===== src/logic/dai_regs.svh =====
`ifndef DAI_REGS_SVH
`define DAI_REGS_SVH

// Register byte offsets on the APB window
`define DAI_CTRL_OFFSET 12'h000
`define DAI_STATUS_OFFSET 12'h004

// Width of the decoded part of paddr
`define DAI_ADDR_W 12

// Control register fields and reset values
`define DAI_CTRL_POL_BIT 0
`define DAI_CTRL_RESET 32'h0000_0000

// Status register field positions
`define DAI_STAT_LIT_BIT 0
`define DAI_STAT_SPIN_LO 1
`define DAI_STAT_SPIN_HI 2
`define DAI_STAT_BUSY_BIT 3
`define DAI_STAT_FMT_BIT 4
`define DAI_STAT_PWROFF_BIT 5
`define DAI_STAT_BLINK_BIT 6

// Blink timing: half period in milliseconds, clock in hertz
`define DAI_BLINK_HALF_MS 500
`define DAI_PCLK_HZ 20000000
`define DAI_MS_PER_S 1000

`endif

===== src/logic/dai_pkg.sv =====
package dai_pkg;

	// Spindle condition reported by the drive's motor control
	typedef enum logic [1:0] {
		DAI_SPIN_DOWN,
		DAI_SPIN_UP,
		DAI_SPIN_MOVING
	} dai_spindle_e;

	// Which behaviour currently owns the indicator
	typedef enum logic [1:0] {
		DAI_SRC_ACTIVITY,
		DAI_SRC_BLINK,
		DAI_SRC_FORMAT
	} dai_src_e;

	// Whole state of the indicator block
	typedef struct packed {
		logic polarity;
		dai_src_e src;
		logic fmt_lit;
		logic led_oe;
		logic led_out;
		logic pready;
		logic pslverr;
		logic [31:0] prdata;
	} dai_state_s;

	// Whole state of the blink timer
	typedef struct packed {
		logic [31:0] count;
		logic phase;
	} dai_blink_s;

endpackage : dai_pkg


===== src/logic/dai_blink_timer.sv =====
`timescale 1ns/1ps
`include "dai_regs.svh"

// Free-running half-period timer that yields a square wave while run is high
module dai_blink_timer
	import dai_pkg::*;
#(
	parameter int unsigned HALF_CYCLES = 10000000
)
(
	// Clock and reset
	input wire logic pclk,
	input wire logic presetn,
	// Control and result
	input wire logic run,
	output logic phase
);

	// Counter width sized to the half period
	localparam int unsigned CW = $clog2(HALF_CYCLES + 1);

	// A zero half period cannot produce a blink
	generate
		if (HALF_CYCLES < 1)
		begin : g_bad_half
			$error("dai_blink_timer: HALF_CYCLES must be at least 1");
		end
	endgenerate

	dai_blink_s st;
	dai_blink_s next_st;

	// Count half periods and flip the phase at each wrap
	always_comb
	begin
		next_st = st;
		if (!run)
		begin
			// Idle: rearm so every blink run opens with a full lit half
			next_st.count = '0;
			next_st.phase = 1'b1;
		end
		else if (st.count[CW-1:0] == CW'(HALF_CYCLES - 1))
		begin
			// End of a half period
			next_st.count = '0;
			next_st.phase = ~st.phase;
		end
		else
		begin
			next_st.count = st.count + 32'h0000_0001;
		end
	end

	// State register
	always_ff @(posedge pclk or negedge presetn)
	begin
		if (!presetn)
		begin
			st <= '{count: 32'h0000_0000, phase: 1'b1};
		end
		else
		begin
			st <= next_st;
		end
	end

	assign phase = st.phase;

endmodule : dai_blink_timer


===== src/logic/dai_indicator.sv =====
`timescale 1ns/1ps
`include "dai_regs.svh"


module dai_indicator
	import dai_pkg::*;
#(
	// Half blink period in clock cycles; shorten it for simulation
	parameter int unsigned BLINK_HALF_CYCLES =
		`DAI_BLINK_HALF_MS * (`DAI_PCLK_HZ / `DAI_MS_PER_S)
)
(
	// Clock and reset
	input wire logic pclk,
	input wire logic presetn,
	// APB slave
	input wire logic psel,
	input wire logic penable,
	input wire logic pwrite,
	input wire logic [`DAI_ADDR_W-1:0] paddr,
	input wire logic [31:0] pwdata,
	input wire logic [3:0] pstrb,
	output logic [31:0] prdata,
	output logic pready,
	output logic pslverr,
	// Drive state
	input wire dai_spindle_e spindle_state,
	input wire logic command_active,
	input wire logic format_active,
	input wire logic cylinder_change,
	input wire logic remote_power_off,
	// Open-collector indicator pin
	output logic drive_indicator_out,
	output logic drive_indicator_out_oe
);

	// The blink must last at least one cycle
	generate
		if (BLINK_HALF_CYCLES < 1)
		begin : g_bad_blink
			$error("dai_indicator: BLINK_HALF_CYCLES must be at least 1");
		end
	endgenerate

	dai_state_s st; // Registered state
	dai_state_s next_st; // Next state
	logic blink_phase; // Square wave from the timer
	logic spin_moving; // Spindle is accelerating or decelerating
	logic act_lit; // Lit level from the activity table
	logic want_lit; // Lit level after all overrides
	logic setup; // APB setup phase
	logic access; // APB access phase that completes this edge
	logic hit_ctrl; // Address decodes to the control register
	logic hit_stat; // Address decodes to the status register
	logic [31:0] stat_word; // Live status value

	// Control reset word; only the polarity bit is kept in the state
	localparam logic [31:0] CTRL_RESET_WORD = `DAI_CTRL_RESET;

	// Timer runs only during a spin transition so each run starts lit
	assign spin_moving = (spindle_state == DAI_SPIN_MOVING);

	dai_blink_timer #(
		.HALF_CYCLES(BLINK_HALF_CYCLES)
	) u_blink (
		.pclk(pclk),
		.presetn(presetn),
		.run(spin_moving),
		.phase(blink_phase)
	);

	// Activity table lookup
	always_comb
	begin
		case (spindle_state)
			DAI_SPIN_DOWN:
			begin
				// Polarity plays no part while spun down
				act_lit = command_active;
			end
			DAI_SPIN_UP:
			begin
				// Idle lit for polarity 0, busy lit for polarity 1
				act_lit = st.polarity ? command_active
					: ~command_active;
			end
			default:
			begin
				// Undefined spindle code: keep the lamp dark
				act_lit = 1'b0;
			end
		endcase
	end

	// APB decode
	assign setup = psel && !penable;
	assign access = psel && penable && st.pready;
	assign hit_ctrl = (paddr == `DAI_CTRL_OFFSET);
	assign hit_stat = (paddr == `DAI_STATUS_OFFSET);

	// Status word assembled from live inputs and current drive of the pin
	always_comb
	begin
		stat_word = 32'h0000_0000;
		stat_word[`DAI_STAT_LIT_BIT] = st.led_oe;
		stat_word[`DAI_STAT_SPIN_HI:`DAI_STAT_SPIN_LO] = spindle_state;
		stat_word[`DAI_STAT_BUSY_BIT] = command_active;
		stat_word[`DAI_STAT_FMT_BIT] = format_active;
		stat_word[`DAI_STAT_PWROFF_BIT] = remote_power_off;
		stat_word[`DAI_STAT_BLINK_BIT] = (st.src == DAI_SRC_BLINK);
	end

	// Next state: source selection, format toggle, pin drive and bus
	always_comb
	begin
		next_st = st;
		want_lit = act_lit;

		// Pick the owner of the lamp; blink beats format beats activity
		if (spin_moving)
		begin
			next_st.src = DAI_SRC_BLINK;
			want_lit = blink_phase;
		end
		else if (format_active)
		begin
			next_st.src = DAI_SRC_FORMAT;
			if (st.src != DAI_SRC_FORMAT)
			begin
				// Entry: carry on from the lamp as it stands now
				next_st.fmt_lit = st.led_oe ^ cylinder_change;
			end
			else if (cylinder_change)
			begin
				next_st.fmt_lit = ~st.fmt_lit;
			end
			want_lit = next_st.fmt_lit;
		end
		else
		begin
			next_st.src = DAI_SRC_ACTIVITY;
		end

		// Lit pulls the pin low; unlit releases it to the pull-up
		next_st.led_out = 1'b0;
		next_st.led_oe = want_lit;

		// Bus: one wait-free access phase, ready raised from setup
		next_st.pready = setup;
		next_st.pslverr = 1'b0;
		next_st.prdata = 32'h0000_0000;
		if (setup)
		begin
			// Unmapped addresses answer with an error and zero data
			next_st.pslverr = !(hit_ctrl || hit_stat);
			if (!pwrite && hit_ctrl)
			begin
				next_st.prdata[`DAI_CTRL_POL_BIT] = st.polarity;
			end
			else if (!pwrite && hit_stat)
			begin
				next_st.prdata = stat_word;
			end
		end
		else if (access)
		begin
			// Drop the answer at the completing edge
			next_st.pready = 1'b0;
			next_st.pslverr = 1'b0;
			next_st.prdata = 32'h0000_0000;
		end

		// Control write takes effect at the completing edge only
		if (access && pwrite && hit_ctrl && pstrb[0])
		begin
			next_st.polarity = pwdata[`DAI_CTRL_POL_BIT];
		end
	end

	// State register; reset leaves the pin released and the bus idle
	always_ff @(posedge pclk or negedge presetn)
	begin
		if (!presetn)
		begin
			st <= '{polarity: CTRL_RESET_WORD[`DAI_CTRL_POL_BIT],
				src: DAI_SRC_ACTIVITY,
				fmt_lit: 1'b0,
				led_oe: 1'b0,
				led_out: 1'b0,
				pready: 1'b0,
				pslverr: 1'b0,
				prdata: 32'h0000_0000};
		end
		else
		begin
			st <= next_st;
		end
	end

	// Outputs straight from the state register
	assign prdata = st.prdata;
	assign pready = st.pready;
	assign pslverr = st.pslverr;
	assign drive_indicator_out = st.led_out;
	assign drive_indicator_out_oe = st.led_oe;

endmodule : dai_indicator


===== config.mk =====
export PLATFORM = sky130hd
export DESIGN_NAME = dai_indicator
export DESIGN_NICKNAME = d
export VERILOG_FILES = /design/src/logic/dai_pkg.sv /design/src/logic/dai_blink_timer.sv /design/src/logic/dai_indicator.sv
export VERILOG_INCLUDE_DIRS = /design/src /design/src/logic
export SDC_FILE = /design/constraint.sdc
export NUM_CORES = 1
export LEC_CHECK = 0
export BUFFER_PORTS_ARGS = -buffer_cell sky130_fd_sc_hd__buf_2
export CORE_MARGIN = 2
export CORE_UTILIZATION = 35
export CTS_CLUSTER_DIAMETER = 50
export DETAILED_ROUTE_END_ITERATION = 8
export GPL_ROUTABILITY_DRIVEN = 0
export GPL_TIMING_DRIVEN = 0
export HOLD_SLACK_MARGIN = 0.08
export PLACE_DENSITY_LB_ADDON = 0.08
export SYNTH_ARGS = -nofsm -noshare
export SYNTH_HDL_FRONTEND = slang
export SYNTH_SLANG_ARGS = --single-unit

===== constraint.sdc =====
create_clock -name pclk -period 3.9 [get_ports pclk]
set_input_delay 0.195 -clock pclk [delete_from_list [all_inputs] [get_ports pclk]]
set_output_delay 0.195 -clock pclk [all_outputs]
set_load 0.005 [all_outputs]

==> flow_summary_export.csv <==
group,metric,value,unit
logic_synthesis,synth_seq_cells,39,
clock_network,cts_tree,"done",
clock_network,numCtsBuffers,5,
floorplanning,core-area,5886,um2
floorplanning,dieWidth,81.61,um
route,drc,0,
floorplanning,num_rows,28,
worst_setup_path,cp-end-kind,"register",
sta,period_share,48.90,%
sta,period_needed,1.907,ns
global_route,grt_pass1_vias,1447,
global_route,grt_pass1_wl,6775,um
logic_synthesis,synth_warnings,0,
worst_setup_path,path_buf_inv,1,
worst_setup_path,path_depth,6,
flow_run,cap_viol_max_count,0,
finish,num_antenna_cells,0,
sta,worstMarginPinSlew,0.8748,ns
clock_network,cts_htree_levels,2,
worst_setup_path,crit_required,4.07,ns
sta,timing.hold.ws,0.1096,ns
global_route,grtUsageTotal,13.43,%
finish,synthToLayoutAreaGrowth,22.20,%
clock_network,clk_path_buf_depth,2,
logic_synthesis,ys.flop_type,"dfrtp_1",
logic_synthesis,synth_cells,211,
worst_setup_path,slowest_stage,"or4_4",
worst_setup_path,crit_path_max_fanout,10,
worst_setup_path,crit_family,"simple AND/OR/NAND/NOR gates",
sta,slew_headroom,41.68,%
global_route,grt_max_degree,40,
route,drt-wirelength-per-cell,11.33,um
worst_setup_path,slowest_delay,0.57,ns
logic_synthesis,synth_edf_count,0,
route,vias_per_cell,4.421,
route,first_iter_violations,40,
route,drt-total-wl,4011,um
sta,skew,0.003803,ns
placement,dp_hpwl,2889,um
worst_hold_path,min_path_type,"input pin to register",
floorplanning,io_pins,95,
clock_network,cts.reportedPaths.clkPinSlew,0.07,ns
logic_synthesis,async_flop_share,100.0,%
finish,final_net_count,338,
status,status,"complete, no violations",
sta,rsz0062_at_grt,"false",
logic_synthesis,avgSynthCellArea,9.992,um2
logic_synthesis,yosysUniqueCellTypes,42,
worst_setup_path,worstSetupPathType,"register to register",
sta,hold_viol,0,
logic_synthesis,ys_seq_area_share,46.35,%
worst_setup_path,critical_path_arrival,2.08,ns
placement,io_buffers,34,
clock_network,clock_latency,0.29,ns
sta,setup_viol,0,
power_and_ir_drop,power.total,0.7889,mW
floorplanning,chipHeight,81.61,um
worst_hold_path,hold_depth,2,
floorplanning,dieArea,6660,um2
logic_synthesis,synth_area,2108,um2
sta,fmax,524.4,MHz
worst_setup_path,reg2reg_depth,6,
global_route,overflow,0,
floorplanning,start_util,35.82,%
clock_network,cts_root_buf,"clkbuf_8",
route,drt.antenna.violating_nets,0,
clock_network,clock-sinks,39,
worst_setup_path,crit_chain,"ha_1 > nand3_1 > or4_4 > o21ai_4 > buf_6 > a21oi_1",
route,dr.pass1.iters,4,
route,vias,1565,
sta,drv_slew,0,
power_and_ir_drop,ir_drop,0.2111,mV
worst_setup_path,start_kind,"register",
finish,drive_gt1_share,31.54,%
global_route,antenna_found_initial,0,
clock_network,post-cts-setup-buffers,0,
power_and_ir_drop,power_density,306.2,nW/um2
power_and_ir_drop,power.leakage,1.290,nW
sta,fin_tns_setup,0,ns
==> worst register-to-register path, cell delays in order, from the launching register on <==
cell and delay (ns):
dfrtp_1 0.39, ha_1 0.22, nand3_1 0.13, or4_4 0.57
o21ai_4 0.24, buf_6 0.18, a21oi_1 0.06
==> final cells by class <==
type                       count  area [um2]
buffer                        37       282.8
tap                           75       93.84
inverter                       6       22.52
sequential                    39       977.2
multi-input combinational    154       919.6
fill                         592        3309
timing repair buffer          35       180.2
clock buffer                   8       100.1
==> cells in the mapped netlist (2+ instances only) <==
cell,count,area (um2)
a21oi_1,11,55.05
nand2b_1,2,12.51
o21ai_0,11,55.05
or3_1,10,62.56
xor2_1,9,78.83
buf_6,2,22.52
nor3b_1,2,15.01
inv_1,6,22.52
mux2_2,2,22.52
nor4_1,3,18.77
and2_1,5,31.28
o31ai_1,2,15.01
and3_1,6,37.54
nand3_1,11,55.05
dfrtp_1,38,950.9
nor3_1,2,10.01
nor2_1,17,63.81
or4_1,2,15.01
nand4_1,4,25.02
buf_4,34,255.2
nand2_1,8,30.03
xnor2_1,4,35.03
==> cell families after synthesis <==
group           share of synthesized area (%)
compound gates                          7.537
xor+xnor                                5.401
fa+ha+maj                              0.5934
buf+inv                                 14.48
flops                                   46.35
mux                                     1.543
other cells                            0.1779
simple gates                            23.92
==> state kept, by name, summed over array words and instances (netlist names) <==
| name | count |
|---|---|
| drive_indicator_out_oe | 1 |
| prdata | 7 |
| pready | 1 |
| pslverr | 1 |
| st | 4 |
| u_blink.phase | 1 |
| u_blink.st | 24 |
==> layer usage <==
layer | global-route usage (%) | wire length (um)
met5 | 0 | 0
met4 | 6.000 | 72
met3 | 3.516 | 247
met2 | 21.80 | 1927
met1 | 16.79 | 1764
==> through the flow <==
stage               util (%)  cell area, um2  cells  setup slack (ns)
floorplan                  -            2202    236             2.192
global placement       41.90            2466    345             2.000
detailed placement     41.90            2466    345             1.990
CTS                    43.77            2576    354             1.987
global route           43.77            2576    354             1.876
finish                 43.77            2576    354             1.993
==> what timing repair did <==
action,CTS,global route
hold buffers,1,0
gates resized for setup,0,0
endpoints found under the hold margin,38,0
==> path summary, 6_finish.rpt <==
check,start,to,slack (ns)
setup reg to reg,u_blink.st[1]$_DFF_PN0_,u_blink.st[19]$_DFF_PN0_,1.99
max in group asynchronous,presetn,st[38]$_DFF_PN0_,2.80
hold / removal,remote_power_off,prdata[5]$_DFF_PN0_,0.11
hold reg to reg,u_blink.st[1]$_DFF_PN0_,u_blink.st[1]$_DFF_PN0_,0.49
setup / recovery,u_blink.st[1]$_DFF_PN0_,u_blink.st[19]$_DFF_PN0_,1.99
min in group asynchronous,presetn,u_blink.st[1]$_DFF_PN0_,0.55
==> placed cells by master, fill, tap and decap left out, types with 2 or more instances in the layout <==
master / n
a21oi_1: 11
nand2_1: 8
buf_4: 34
nand3_1: 11
buf_6: 2
or3_1: 10
inv_1: 6
conb_1: 26
nor3b_1: 2
nor2_1: 17
dfrtp_1: 38
nand2b_1: 2
mux2_2: 2
o31ai_1: 2
xor2_1: 9
or4_1: 2
and2_1: 5
xnor2_1: 4
buf_2: 35
nor4_1: 3
nand4_1: 4
nor3_1: 2
clkbuf_8: 7
and3_1: 6
o21ai_0: 11
==> power breakdown <==
group | internal [mW] | total, mW | switching [mW]
registers | 0.411 | 0.415 | 0.00395
clock network | 0.161 | 0.300 | 0.139
logic | 0.0378 | 0.0733 | 0.0355
total | 0.610 | 0.789 | 0.178
Power figures use the tool's default switching activity.
